**src/bstap_pkg.sv**
```systemverilog
// Shared constants and types for the boundary-scan access port
package bstap_pkg;

    localparam int IR_W   = 8;
    localparam int BSR_W  = 40;
    localparam int BCR_W  = 11;
    localparam int RESET_HOLD = 5;

    localparam logic [IR_W-1:0]  IR_RESET_VAL  = 8'hff;
    localparam logic [IR_W-1:0]  IR_CAPT_VAL   = 8'h81;
    localparam logic [BCR_W-1:0] BCR_RESET_VAL = 11'h002;
    localparam logic [BSR_W-1:0] BSR_RESET_VAL = 40'h00_0000_0000;

    // Opcodes, even parity in bit 7; values below are arbitrary
    localparam logic [IR_W-1:0] OP_BYPASS  = 8'hff;
    localparam logic [IR_W-1:0] OP_EXTEST  = 8'h00;
    localparam logic [IR_W-1:0] OP_SAMPLE  = 8'h82;
    localparam logic [IR_W-1:0] OP_BCRSCAN = 8'h87;
    localparam logic [IR_W-1:0] OP_RUNTEST = 8'h09;

    // Test-operation field of the control register
    localparam int            BCR_OP_LSB = 0;
    localparam logic [1:0]    BCR_OP_ISC = 2'h2;
    localparam int            BCR_MASK_BIT = 2;

    // Signature feedback taps
    localparam int TAP_A = 39;
    localparam int TAP_B = 37;
    localparam int TAP_C = 20;
    localparam int TAP_D = 18;

    typedef enum logic [3:0] {
        ST_RESET    = 4'h0,
        ST_IDLE     = 4'h1,
        ST_SEL_DR   = 4'h2,
        ST_CAPT_DR  = 4'h3,
        ST_SHIFT_DR = 4'h4,
        ST_EXIT1_DR = 4'h5,
        ST_PAUSE_DR = 4'h6,
        ST_EXIT2_DR = 4'h7,
        ST_UPD_DR   = 4'h8,
        ST_SEL_IR   = 4'h9,
        ST_CAPT_IR  = 4'ha,
        ST_SHIFT_IR = 4'hb,
        ST_EXIT1_IR = 4'hc,
        ST_PAUSE_IR = 4'hd,
        ST_EXIT2_IR = 4'he,
        ST_UPD_IR   = 4'hf
    } bstap_state_t;

    typedef enum logic [1:0] {
        SEL_BYPASS = 2'h0,
        SEL_BSR    = 2'h1,
        SEL_BCR    = 2'h2
    } bstap_sel_t;

endpackage

```
**src/bstap_sync.sv**
```systemverilog
// Three-stage input synchroniser with debounced level and edge pulses
`timescale 1ns/100ps
module bstap_sync #(
    parameter int W = 3
) (
    input  wire logic         sys_clk_in,
    input  wire logic         reset_in,
    input  wire logic [W-1:0] async_in,
    output logic      [W-1:0] level_out,
    output logic      [W-1:0] rise_out,
    output logic      [W-1:0] fall_out
);
    logic [W-1:0] s1_r;
    logic [W-1:0] s2_r;
    logic [W-1:0] s3_r;

    genvar i;
    generate
        for (i = 0; i < W; i++) begin : g_bit
            always_ff @(posedge sys_clk_in) begin
                if (reset_in) begin
                    s1_r[i]      <= 1'b0;
                    s2_r[i]      <= 1'b0;
                    s3_r[i]      <= 1'b0;
                    level_out[i] <= 1'b0;
                    rise_out[i]  <= 1'b0;
                    fall_out[i]  <= 1'b0;
                end else begin
                    s1_r[i] <= async_in[i];
                    s2_r[i] <= s1_r[i];
                    s3_r[i] <= s2_r[i];
                    // A change counts only once stages two and three agree
                    if (s2_r[i] == s3_r[i]) begin
                        level_out[i] <= s3_r[i];
                    end
                    rise_out[i] <= (s2_r[i] == s3_r[i]) && s3_r[i] && !level_out[i];
                    fall_out[i] <= (s2_r[i] == s3_r[i]) && !s3_r[i] && level_out[i];
                end
            end
        end
    endgenerate
endmodule

```
**src/bstap_tap.sv**
```systemverilog
// Boundary-scan test access port: controller, scan registers and serial output
`timescale 1ns/100ps
module bstap_tap (
    input  wire logic                        sys_clk_in,
    input  wire logic                        reset_in,
    input  wire logic                        tck_in,
    input  wire logic                        tms_in,
    input  wire logic                        tdi_in,
    input  wire logic [bstap_pkg::BSR_W-1:0] pins_in,
    output logic                             tdo_out,
    output logic                             tdo_oe_out,
    output logic                             test_mode_out,
    output logic                             run_test_out,
    output bstap_pkg::bstap_state_t          state_out,
    output logic [bstap_pkg::IR_W-1:0]       instr_out,
    output logic [bstap_pkg::BSR_W-1:0]      bsr_out,
    output logic [bstap_pkg::BCR_W-1:0]      bcr_out
);
    import bstap_pkg::*;

    logic [2:0]       lvl;
    logic [2:0]       rise;
    logic [2:0]       fall;
    logic             tck_rise;
    logic             tck_fall;
    logic             tms_lvl;
    logic             tdi_lvl;

    bstap_state_t     state_r;
    bstap_state_t     state_nxt;
    // Eight-bit instruction, 40-bit boundary, 11-bit control and 1-bit bypass stages
    logic [IR_W-1:0]  ir_sh_r;
    logic [IR_W-1:0]  ir_r;
    logic [BSR_W-1:0] bsr_sh_r;
    logic [BSR_W-1:0] bsr_r;
    logic [BCR_W-1:0] bcr_sh_r;
    logic [BCR_W-1:0] bcr_r;
    logic             byp_r;
    bstap_sel_t       sel;
    logic             dr_lsb;
    logic             sig_fb;
    logic             run_en;

    bstap_sync #(
        .W (3)
    ) u_sync (
        .sys_clk_in (sys_clk_in),
        .reset_in   (reset_in),
        .async_in   ({tdi_in, tms_in, tck_in}),
        .level_out  (lvl),
        .rise_out   (rise),
        .fall_out   (fall)
    );

    assign tck_rise = rise[0];
    assign tck_fall = fall[0];
    assign tms_lvl  = lvl[1];
    assign tdi_lvl  = lvl[2];

    // Data register chosen by the current instruction; unknown codes act as bypass
    always_comb begin
        case (ir_r)
            OP_EXTEST:  sel = SEL_BSR;
            OP_SAMPLE:  sel = SEL_BSR;
            OP_RUNTEST: sel = SEL_BSR;
            OP_BCRSCAN: sel = SEL_BCR;
            default:    sel = SEL_BYPASS;
        endcase
    end

    // Only the selected register feeds the serial output
    always_comb begin
        case (sel)
            SEL_BSR: dr_lsb = bsr_sh_r[0];
            SEL_BCR: dr_lsb = bcr_sh_r[0];
            default: dr_lsb = byp_r;
        endcase
    end

    // Standard scan state graph; five high rises reach reset
    always_comb begin
        case (state_r)
            ST_RESET:    state_nxt = tms_lvl ? ST_RESET    : ST_IDLE;
            ST_IDLE:     state_nxt = tms_lvl ? ST_SEL_DR   : ST_IDLE;
            ST_SEL_DR:   state_nxt = tms_lvl ? ST_SEL_IR   : ST_CAPT_DR;
            ST_CAPT_DR:  state_nxt = tms_lvl ? ST_EXIT1_DR : ST_SHIFT_DR;
            ST_SHIFT_DR: state_nxt = tms_lvl ? ST_EXIT1_DR : ST_SHIFT_DR;
            ST_EXIT1_DR: state_nxt = tms_lvl ? ST_UPD_DR   : ST_PAUSE_DR;
            ST_PAUSE_DR: state_nxt = tms_lvl ? ST_EXIT2_DR : ST_PAUSE_DR;
            ST_EXIT2_DR: state_nxt = tms_lvl ? ST_UPD_DR   : ST_SHIFT_DR;
            ST_UPD_DR:   state_nxt = tms_lvl ? ST_SEL_DR   : ST_IDLE;
            ST_SEL_IR:   state_nxt = tms_lvl ? ST_RESET    : ST_CAPT_IR;
            ST_CAPT_IR:  state_nxt = tms_lvl ? ST_EXIT1_IR : ST_SHIFT_IR;
            ST_SHIFT_IR: state_nxt = tms_lvl ? ST_EXIT1_IR : ST_SHIFT_IR;
            ST_EXIT1_IR: state_nxt = tms_lvl ? ST_UPD_IR   : ST_PAUSE_IR;
            ST_PAUSE_IR: state_nxt = tms_lvl ? ST_EXIT2_IR : ST_PAUSE_IR;
            ST_EXIT2_IR: state_nxt = tms_lvl ? ST_UPD_IR   : ST_SHIFT_IR;
            ST_UPD_IR:   state_nxt = tms_lvl ? ST_SEL_DR   : ST_IDLE;
            default:     state_nxt = ST_RESET;
        endcase
    end

    // Controller moves only on a test-clock rise
    always_ff @(posedge sys_clk_in) begin
        if (reset_in) begin
            state_r <= ST_RESET;
        end else if (tck_rise) begin
            state_r <= state_nxt;
        end
    end

    // Instruction shift stage: capture status, then shift
    always_ff @(posedge sys_clk_in) begin
        if (reset_in) begin
            ir_sh_r <= IR_RESET_VAL;
        end else if (tck_rise) begin
            if (state_r == ST_CAPT_IR) begin
                ir_sh_r <= IR_CAPT_VAL;
            end else if (state_r == ST_SHIFT_IR) begin
                ir_sh_r <= {tdi_lvl, ir_sh_r[IR_W-1:1]};
            end
        end
    end

    // Current instruction; reset to bypass, updated on the fall
    always_ff @(posedge sys_clk_in) begin
        if (reset_in) begin
            ir_r <= IR_RESET_VAL;
        end else if (state_r == ST_RESET) begin
            ir_r <= IR_RESET_VAL;
        end else if (tck_fall && state_r == ST_UPD_IR) begin
            ir_r <= ir_sh_r;
        end
    end

    // Data shift stages: capture on the leaving rise, shift one bit per rise
    always_ff @(posedge sys_clk_in) begin
        if (reset_in) begin
            bsr_sh_r <= BSR_RESET_VAL;
            bcr_sh_r <= BCR_RESET_VAL;
            byp_r    <= 1'b0;
        end else if (state_r == ST_RESET) begin
            bsr_sh_r <= BSR_RESET_VAL;
            bcr_sh_r <= BCR_RESET_VAL;
            byp_r    <= 1'b0;
        end else if (tck_rise && state_r == ST_CAPT_DR) begin
            case (sel)
                SEL_BSR: bsr_sh_r <= (ir_r == OP_RUNTEST) ? bsr_r : pins_in;
                SEL_BCR: bcr_sh_r <= bcr_r;
                default: byp_r    <= 1'b0;
            endcase
        end else if (tck_rise && state_r == ST_SHIFT_DR) begin
            case (sel)
                SEL_BSR: bsr_sh_r <= {tdi_lvl, bsr_sh_r[BSR_W-1:1]};
                SEL_BCR: bcr_sh_r <= {tdi_lvl, bcr_sh_r[BCR_W-1:1]};
                default: byp_r    <= tdi_lvl;
            endcase
        end
    end

    assign run_en = (state_r == ST_IDLE) && (ir_r == OP_RUNTEST)
                    && (bcr_r[BCR_OP_LSB +: 2] == BCR_OP_ISC);
    assign sig_fb = bsr_r[TAP_A] ^ bsr_r[TAP_B] ^ bsr_r[TAP_C] ^ bsr_r[TAP_D];

    // Boundary shadow: reset, update on the fall, signature compaction in idle
    always_ff @(posedge sys_clk_in) begin
        if (reset_in) begin
            bsr_r <= BSR_RESET_VAL;
        end else if (state_r == ST_RESET) begin
            bsr_r <= BSR_RESET_VAL;
        end else if (tck_fall && state_r == ST_UPD_DR && sel == SEL_BSR) begin
            bsr_r <= bsr_sh_r;
        end else if (tck_rise && run_en) begin
            if (bcr_r[BCR_MASK_BIT]) begin
                bsr_r <= {bsr_r[BSR_W-2:0], sig_fb};
            end else begin
                bsr_r <= {bsr_r[BSR_W-2:0], sig_fb} ^ pins_in;
            end
        end
    end

    // Control register shadow
    always_ff @(posedge sys_clk_in) begin
        if (reset_in) begin
            bcr_r <= BCR_RESET_VAL;
        end else if (state_r == ST_RESET) begin
            bcr_r <= BCR_RESET_VAL;
        end else if (tck_fall && state_r == ST_UPD_DR && sel == SEL_BCR) begin
            bcr_r <= bcr_sh_r;
        end
    end

    // Serial output changes on the fall only
    always_ff @(posedge sys_clk_in) begin
        if (reset_in) begin
            tdo_out    <= 1'b0;
            tdo_oe_out <= 1'b0;
        end else if (tck_fall) begin
            case (state_r)
                ST_SHIFT_DR: begin
                    tdo_out    <= dr_lsb;
                    tdo_oe_out <= 1'b1;
                end
                ST_SHIFT_IR: begin
                    tdo_out    <= ir_sh_r[0];
                    tdo_oe_out <= 1'b1;
                end
                default: begin
                    tdo_out    <= 1'b0;
                    tdo_oe_out <= 1'b0;
                end
            endcase
        end
    end

    // Status outputs; test mode is off while in reset state
    always_ff @(posedge sys_clk_in) begin
        if (reset_in) begin
            test_mode_out <= 1'b0;
            run_test_out  <= 1'b0;
            state_out     <= ST_RESET;
            instr_out     <= IR_RESET_VAL;
            bsr_out       <= BSR_RESET_VAL;
            bcr_out       <= BCR_RESET_VAL;
        end else begin
            test_mode_out <= (state_r != ST_RESET)
                             && (ir_r == OP_EXTEST || ir_r == OP_RUNTEST);
            run_test_out  <= run_en;
            state_out     <= state_r;
            instr_out     <= ir_r;
            bsr_out       <= bsr_r;
            bcr_out       <= bcr_r;
        end
    end

    // Checks
    logic [2:0] tms_hi_cnt_r;

    always_ff @(posedge sys_clk_in) begin
        if (reset_in) begin
            tms_hi_cnt_r <= 3'h0;
        end else if (tck_rise) begin
            if (!tms_lvl) begin
                tms_hi_cnt_r <= 3'h0;
            end else if (tms_hi_cnt_r != 3'h7) begin
                tms_hi_cnt_r <= tms_hi_cnt_r + 3'h1;
            end
        end
    end
endmodule

```
**config.mk**
```make
export PLATFORM = sky130hd
export DESIGN_NAME = bstap_tap
export DESIGN_NICKNAME = d
export VERILOG_FILES = /design/src/bstap_pkg.sv /design/src/bstap_sync.sv /design/src/bstap_tap.sv
export SDC_FILE = /design/constraint.sdc
export NUM_CORES = 1
export LEC_CHECK = 0
export ABC_AREA = 1
export BUFFER_PORTS_ARGS = -buffer_cell sky130_fd_sc_hd__buf_2
export CORE_MARGIN = 3
export CORE_UTILIZATION = 60
export CTS_BUF_LIST = sky130_fd_sc_hd__clkbuf_2
export CTS_CLUSTER_DIAMETER = 80
export CTS_CLUSTER_SIZE = 14
export DETAILED_ROUTE_END_ITERATION = 12
export HOLD_SLACK_MARGIN = 0.08
export PLACE_DENSITY = 0.8
export SKIP_LAST_GASP = 1
export SYNTH_ARGS = -nofsm -noshare
export SYNTH_HDL_FRONTEND = slang
export SYNTH_SLANG_ARGS = --single-unit
```
**constraint.sdc**
```tcl
create_clock -name sys_clk_in -period 2.6 [get_ports sys_clk_in]
set_clock_uncertainty 0.15 [all_clocks]
set_input_delay 0.13 -clock sys_clk_in [delete_from_list [all_inputs] [get_ports sys_clk_in]]
set_output_delay 0.13 -clock sys_clk_in [all_outputs]
set_load 0.05 [all_outputs]
```
-- Word-level counts from Yosys, hierarchy flattened
Cells that the tools add are included.
- equality and inequality tests: 26
- muxes and demuxes: 35
- bitwise gates (word level): 4
- reductions and logical operators: 34
- operators with widths (cell ; number):
    40-bit two-way mux ; 8
    4-bit one-hot mux with 12 select lines ; 1
    11-bit two-way mux ; 4
    40-bit bitwise XOR ; 1
    4-bit equality test (second input constant) ; 8
    4-bit by 3-bit equality test with 1-bit output (second input constant) ; 4
    8-bit equality test (second input constant) ; 2
    4-bit two-way mux ; 4
    8-bit two-way mux ; 2
    1-bit logical AND ; 14
    2-bit OR reduction ; 5
    4-bit by 2-bit equality test with 1-bit output (second input constant) ; 2
    8-bit by 4-bit equality test with 1-bit output (second input constant) ; 1
    8-bit zero test ; 1
    1-bit two-way mux ; 8
    2-bit two-way mux ; 3
    3-bit two-way mux ; 2
    2-bit AND reduction ; 3
    2-bit nonzero test ; 3
    3-bit OR reduction ; 2
    2-bit equality test (second input constant) ; 2
    4-bit by 1-bit equality test with 1-bit output (second input constant) ; 1
    4-bit zero test ; 1
    2-bit inequality test (second input constant) ; 2
    9 further kinds ; 15
- bits in registers: 204
- output and inout port bits: 67

-- Depth between registers and ports, before layout
- depth in word-level cells: 8
- mapped depth: 13

-- Modules after synthesis
A second synthesis with hierarchy kept.
- cell total of the unflattened synthesis: 1265
- area total of the unflattened synthesis: 8997.4 um^2
- by module, submodules not included (module ; instances ; cells each ; area an instance (um^2)):
    bstap_tap ; 1 ; 1190 ; 8344.3
    bstap_sync ; 1 ; 75 ; 653.1

-- Worst setup path before layout
No wires, ideal clock.
- path kind: reg2reg
- start point: register ir_r[4]
- end point: register bsr_r[27]
- setup time: 132 ps
- data arrival time: 1736 ps
- required time: 2318 ps
- path slack: 581 ps
- cell stages (with the launch flop): 11
- path buffers: 1
- clock period less this slack: 2019 ps
- cell sequence: dfxtp_1 > nor2_1 > nand3_1 > nor4_1 > inv_1 > ha_1 > nand3_2 > clkbuf_1 > nor2_1 > nor2_1 > a21oi_1
- cells in the longest elaborated chain, start to end: 6
- elaborated cells between the ends (all ways): 13
- classes of those cells: 4 x eq/ne; 2 x mux; 7 x reduce/logical
- ends and longest elaborated chain (element ; RTL line ; text):
    start, declared ; bstap_tap.sv:33 ; logic [IR_W-1:0] ir_r;
    start signal, assigned ; bstap_tap.sv:132 ; ir_r <= ir_sh_r;
    8-bit by 4-bit equality test with 1-bit output, or another cell as far along ; bstap_tap.sv:62, bstap_tap.sv:161 ;
    3-bit OR reduction (no line) ; - ;
    2-bit one-hot mux with 2 select lines ; bstap_tap.sv:62 ; case (ir_r)
    2-bit by 1-bit equality test with 1-bit output ; bstap_tap.sv:171 ; end else if (tck_fall && state_r == ST_UPD_DR && sel == SEL_BSR) begin
    1-bit logical AND ; bstap_tap.sv:171 ;
    40-bit two-way mux / 2-bit nonzero test (equally long branches) ; - ;
    end signal, assigned ; bstap_tap.sv:172 ; bsr_r <= bsr_sh_r;
    end signal, assigned ; bstap_tap.sv:175 ; bsr_r <= {bsr_r[BSR_W-2:0], sig_fb};
    end signal, assigned ; bstap_tap.sv:177 ; bsr_r <= {bsr_r[BSR_W-2:0], sig_fb} ^ pins_in;
    end, declared ; bstap_tap.sv:35 ; logic [BSR_W-1:0] bsr_r;
Parallel ways exist; a longest one is shown, timed or not.
A chain may end at the register's enable or synchronous reset.

-- Worst setup path in the final report
- start point: register ir_r[4]
- end point: register bsr_sh_r[16]
- cells in the longest elaborated chain, start to end: 5
- elaborated cells between the ends (all ways): 11
- classes of those cells: 4 x eq/ne; 4 x mux; 3 x reduce/logical
- ends and longest elaborated chain (element ; RTL line ; text):
    8-bit by 4-bit equality test with 1-bit output, or another cell as far along ; bstap_tap.sv:62, bstap_tap.sv:148 ;
    3-bit OR reduction (no line) ; - ;
    2-bit one-hot mux with 2 select lines ; bstap_tap.sv:62 ;
    2-bit by 1-bit equality test with 1-bit output ; bstap_tap.sv:147, bstap_tap.sv:153 ;
    2-bit AND reduction (no line) ; - ;
    end signal, assigned ; bstap_tap.sv:148 ; SEL_BSR: bsr_sh_r <= (ir_r == OP_RUNTEST) ? bsr_r : pins_in;
    end signal, assigned ; bstap_tap.sv:154 ; SEL_BSR: bsr_sh_r <= {tdi_lvl, bsr_sh_r[BSR_W-1:1]};
    end, declared ; bstap_tap.sv:34 ; logic [BSR_W-1:0] bsr_sh_r;
Parallel ways exist; a longest one is shown, timed or not. The select of a mux whose other input is x is not followed.

==> metrics <==
hold slack between 100 and 150 ps; sequential-to-total area share from yosys stat between 40% and 50%; main combinational cell family by area after synthesis simple AND/OR/NAND/NOR gates; CP max-delay cell dfxtp_1; width of the die about 130 um; crit path DAT approximately 2900 ps; Die H approximately 130 um; Worst Max-Slew Pin Slew 624 ps; Adder-Cell Fraction of Synth Area less than 1%; mux contribution to synthesized area 0%; main flop type after synthesis dfxtp_1; max-slew violations 0; final wirelength around 21000 um; IO Count 112; CTS tree built; Post-Synth XOR/XNOR Area about 3.3%; Final Setup Violations 0; Compound-Gate Fraction of Synth Area a little under a fifth; # clock sinks a little over 200; DR pass1 iterations 8; critical path class flop to flop; most used cell, CP nand2_1; area of the multi-input gates approximately 4000 sq um; Post-Route Setup TNS 0 ps; most frequent cells in the layout 211 x nand2_1, 204 x dfxtp_1, 177 x a21oi_1; Final Util ~74%; Synth-to-Final Area Change 18.8%; FF-to-FF setup slack 280 ps; die area 16100 sq um; # fillers approximately 1100; crit path max fanout 40; Hold WC Path Type primary input to flop; Max clock buf depth 3; placed insts 1458; max_cap viols 0; run status finished clean; relative slew slack between 50% and 60%; Pleak 4.52 nW; Post-synth ARST share 0%; initial antenna violation count 1; vias per inst around 5.4; Mapped Cells 1219; final hold vios 0; CP Launch Type flop; Reg clk slew, reported paths between 200 and 250 ps; share of cells above drive strength 1 roughly 13%; Yosys reg bits approximately 200; Starting DRT DRC Count between 700 and 800; core area 14000 sq um; Netlist Area Pre-Place 8740 sq um; largest net degree at the start of global routing 60; post-DP HPWL 12900 um; Worst path max stage delay about 370 ps; simple-gate share of the synthesized area between 20% and 30%; DRC viols 0; vias in the first global route 7750; fmax roughly 430 MHz; Ys Warns 0; VDD IR-drop max 0.000358 V; CP Capture Point bsr_sh_r[16]$_SDFFE_PP0P_; GRT Overall Usage about a quarter; Non-Filler Instances between 1500 and 2000; I/O Buffers 111; post-synth net total between 1000 and 1500; via count between 8000 and 9000; Reg-to-Reg Start ir_r[4]$_SDFFE_PP1P_; Worst EP required between 3000 and 4000 ps; worst-path cell chain nor2_1 -> nand3_1 -> nor4_1 -> nand2_1 -> nand2_1 -> ha_1 -> inv_1 -> nor2_2 -> clkbuf_8 -> o21ai_0 -> a21oi_1; R2R depth 11; Critical path origin ir_r[4]$_SDFFE_PP1P_; initial core utilization approximately 62%; fin crit period around 2300 ps; Root Driver clkbuf_2; first-pass GRT wire length around 36000 um; Yosys cell types 34; Crit. End Element flop; Antenna Nets Post-Route 0; Power Density about 440 nW/um^2; TritonCTS Buffers 18; nets ~1400; worst-skew pair later-pin latency around 740 ps; most common cell after layout, fill and taps aside nand2_1; Post-Syn Area per Cell 7.17 sq um; total power approximately 4.5 mW; period utilisation layout approximately nine tenths; Final GP Congestion just under 0.9; # rows between 40 and 50; H-tree Lvls 1; Routed WL per cell approximately 14 um; RSZ-0062 raised after global routing false; Reg area just over 4000 sq um; R2R Path End bsr_sh_r[16]$_SDFFE_PP0P_; GRT overflow 0; EDFF count, synth 0
==> routing by layer <==
layer | track usage, % | wire, um | share of wire, % | vias up
li1 | - | - | - | 4255
met1 | 35.9 | 9650 | 45 | 3796
met2 | 42.5 | 9870 | 46 | 314
met3 | 3.62 | 1460 | 6.8 | 49
met4 | 9.15 | 497 | 2.3 | 0
met5 | 0 | 0 | 0 | -
==> synthesized netlist by cell type, types with 7 or more instances <==
cell | n | area (sq um)
a21oi_1 | 177 | 886
buf_2 | 19 | 95.1
clkbuf_1 | 49 | 184
xor2_1 | 33 | 289
nor2_1 | 167 | 627
nand2_1 | 211 | 792
inv_1 | 112 | 420
dfxtp_1 | 204 | 4080
o211ai_1 | 7 | 52.6
nand3_1 | 71 | 355
o21ai_0 | 113 | 566
==> report_power, final <==
group	switching, mW	leakage, nW	internal, mW	total [mW]
sequential	0.00325	1.65	3.14	3.15
clock	0.954	0.0831	0.196	1.15
combinational	0.103	2.79	0.135	0.238
total	1.06	4.52	3.48	4.54
==> cells by family (layout without fill, tap and decap cells) <==
| logic type | after synthesis | in the layout |
|---|---|---|
| xor gates and xnor gates | 33 | 33 |
| buffers and inverters | 193 | 353 |
| AOI/OAI and AO/OA | 318 | 318 |
| and+or+nand+nor | 467 | 467 |
| other | 0 | 2 |
| adders and majority gates | 4 | 4 |
| DFF | 204 | 204 |
==> metrics by stage <==
| stage | cell area [sq um] | setup WS (ps) |
|---|---|---|
| CTS | 10400 | 123 |
| global placement | 9440 | 289 |
| detailed placement | 9440 | 144 |
| finish | 10400 | 281 |
| global route | 10400 | 3.94 |
| floorplan | 8740 | 581 |
==> final cells by class <==
cell class	count	share of cell area, %
flip-flops and latches	204	39.3
diodes	2	0.0482
well taps	180	2.17
inverters	118	4.32
clock inverters	1	0.0844
repair buffers	215	15.4
multi-input cells	822	37.7
clock buffers	19	0.916
==> timing repair <==
| item | in CTS | in global routing |
|---|---|---|
| hold endpoints to repair | 188 | 0 |
| buffers inserted | 0 | 0 |
| resized for setup | 0 | 7 |
| hold buffers | 81 | 0 |
| setup endpoints to repair | 0 | 41 |
==> how the worst min path moves through the flow <==
stage / endpoint / startpoint / cells after the start / slack [ps]
finish: bsr_sh_r[28]$_SDFFE_PP0P_ / pins_in[28] / 4 / 130
global route: bsr_sh_r[28]$_SDFFE_PP0P_ / pins_in[28] / 4 / 120
CTS: bsr_sh_r[29]$_SDFFE_PP0P_ / pins_in[29] / 4 / 80
detailed placement: u_sync.s1_r[2]$_SDFF_PP0_ / tdi_in / 3 / 190
global placement: u_sync.s1_r[1]$_SDFF_PP0_ / tms_in / 3 / 180
floorplan: u_sync.s1_r[0]$_SDFF_PP0_ / tck_in / 2 / 90
==> sequential cells by signal, indices dropped and copies added, names as in the netlist, 4 cells and up <==
signal,flops
ir_sh_r,8
bsr_sh_r,40
ir_r,8
instr_out,8
bcr_sh_r,11
state_r,4
bsr_r,40
bcr_r,11
bcr_out,11
state_out,4
bsr_out,40
==> critical path: cells and delay by family, from the launching register on <==
kind | cells | cell delay [ps]
compound gates | 2 | 300
fa+ha+maj | 1 | 290
buf+inv | 2 | 380
flops | 1 | 370
simple gates | 6 | 790
No activity file was read; power rests on OpenSTA's default activity.
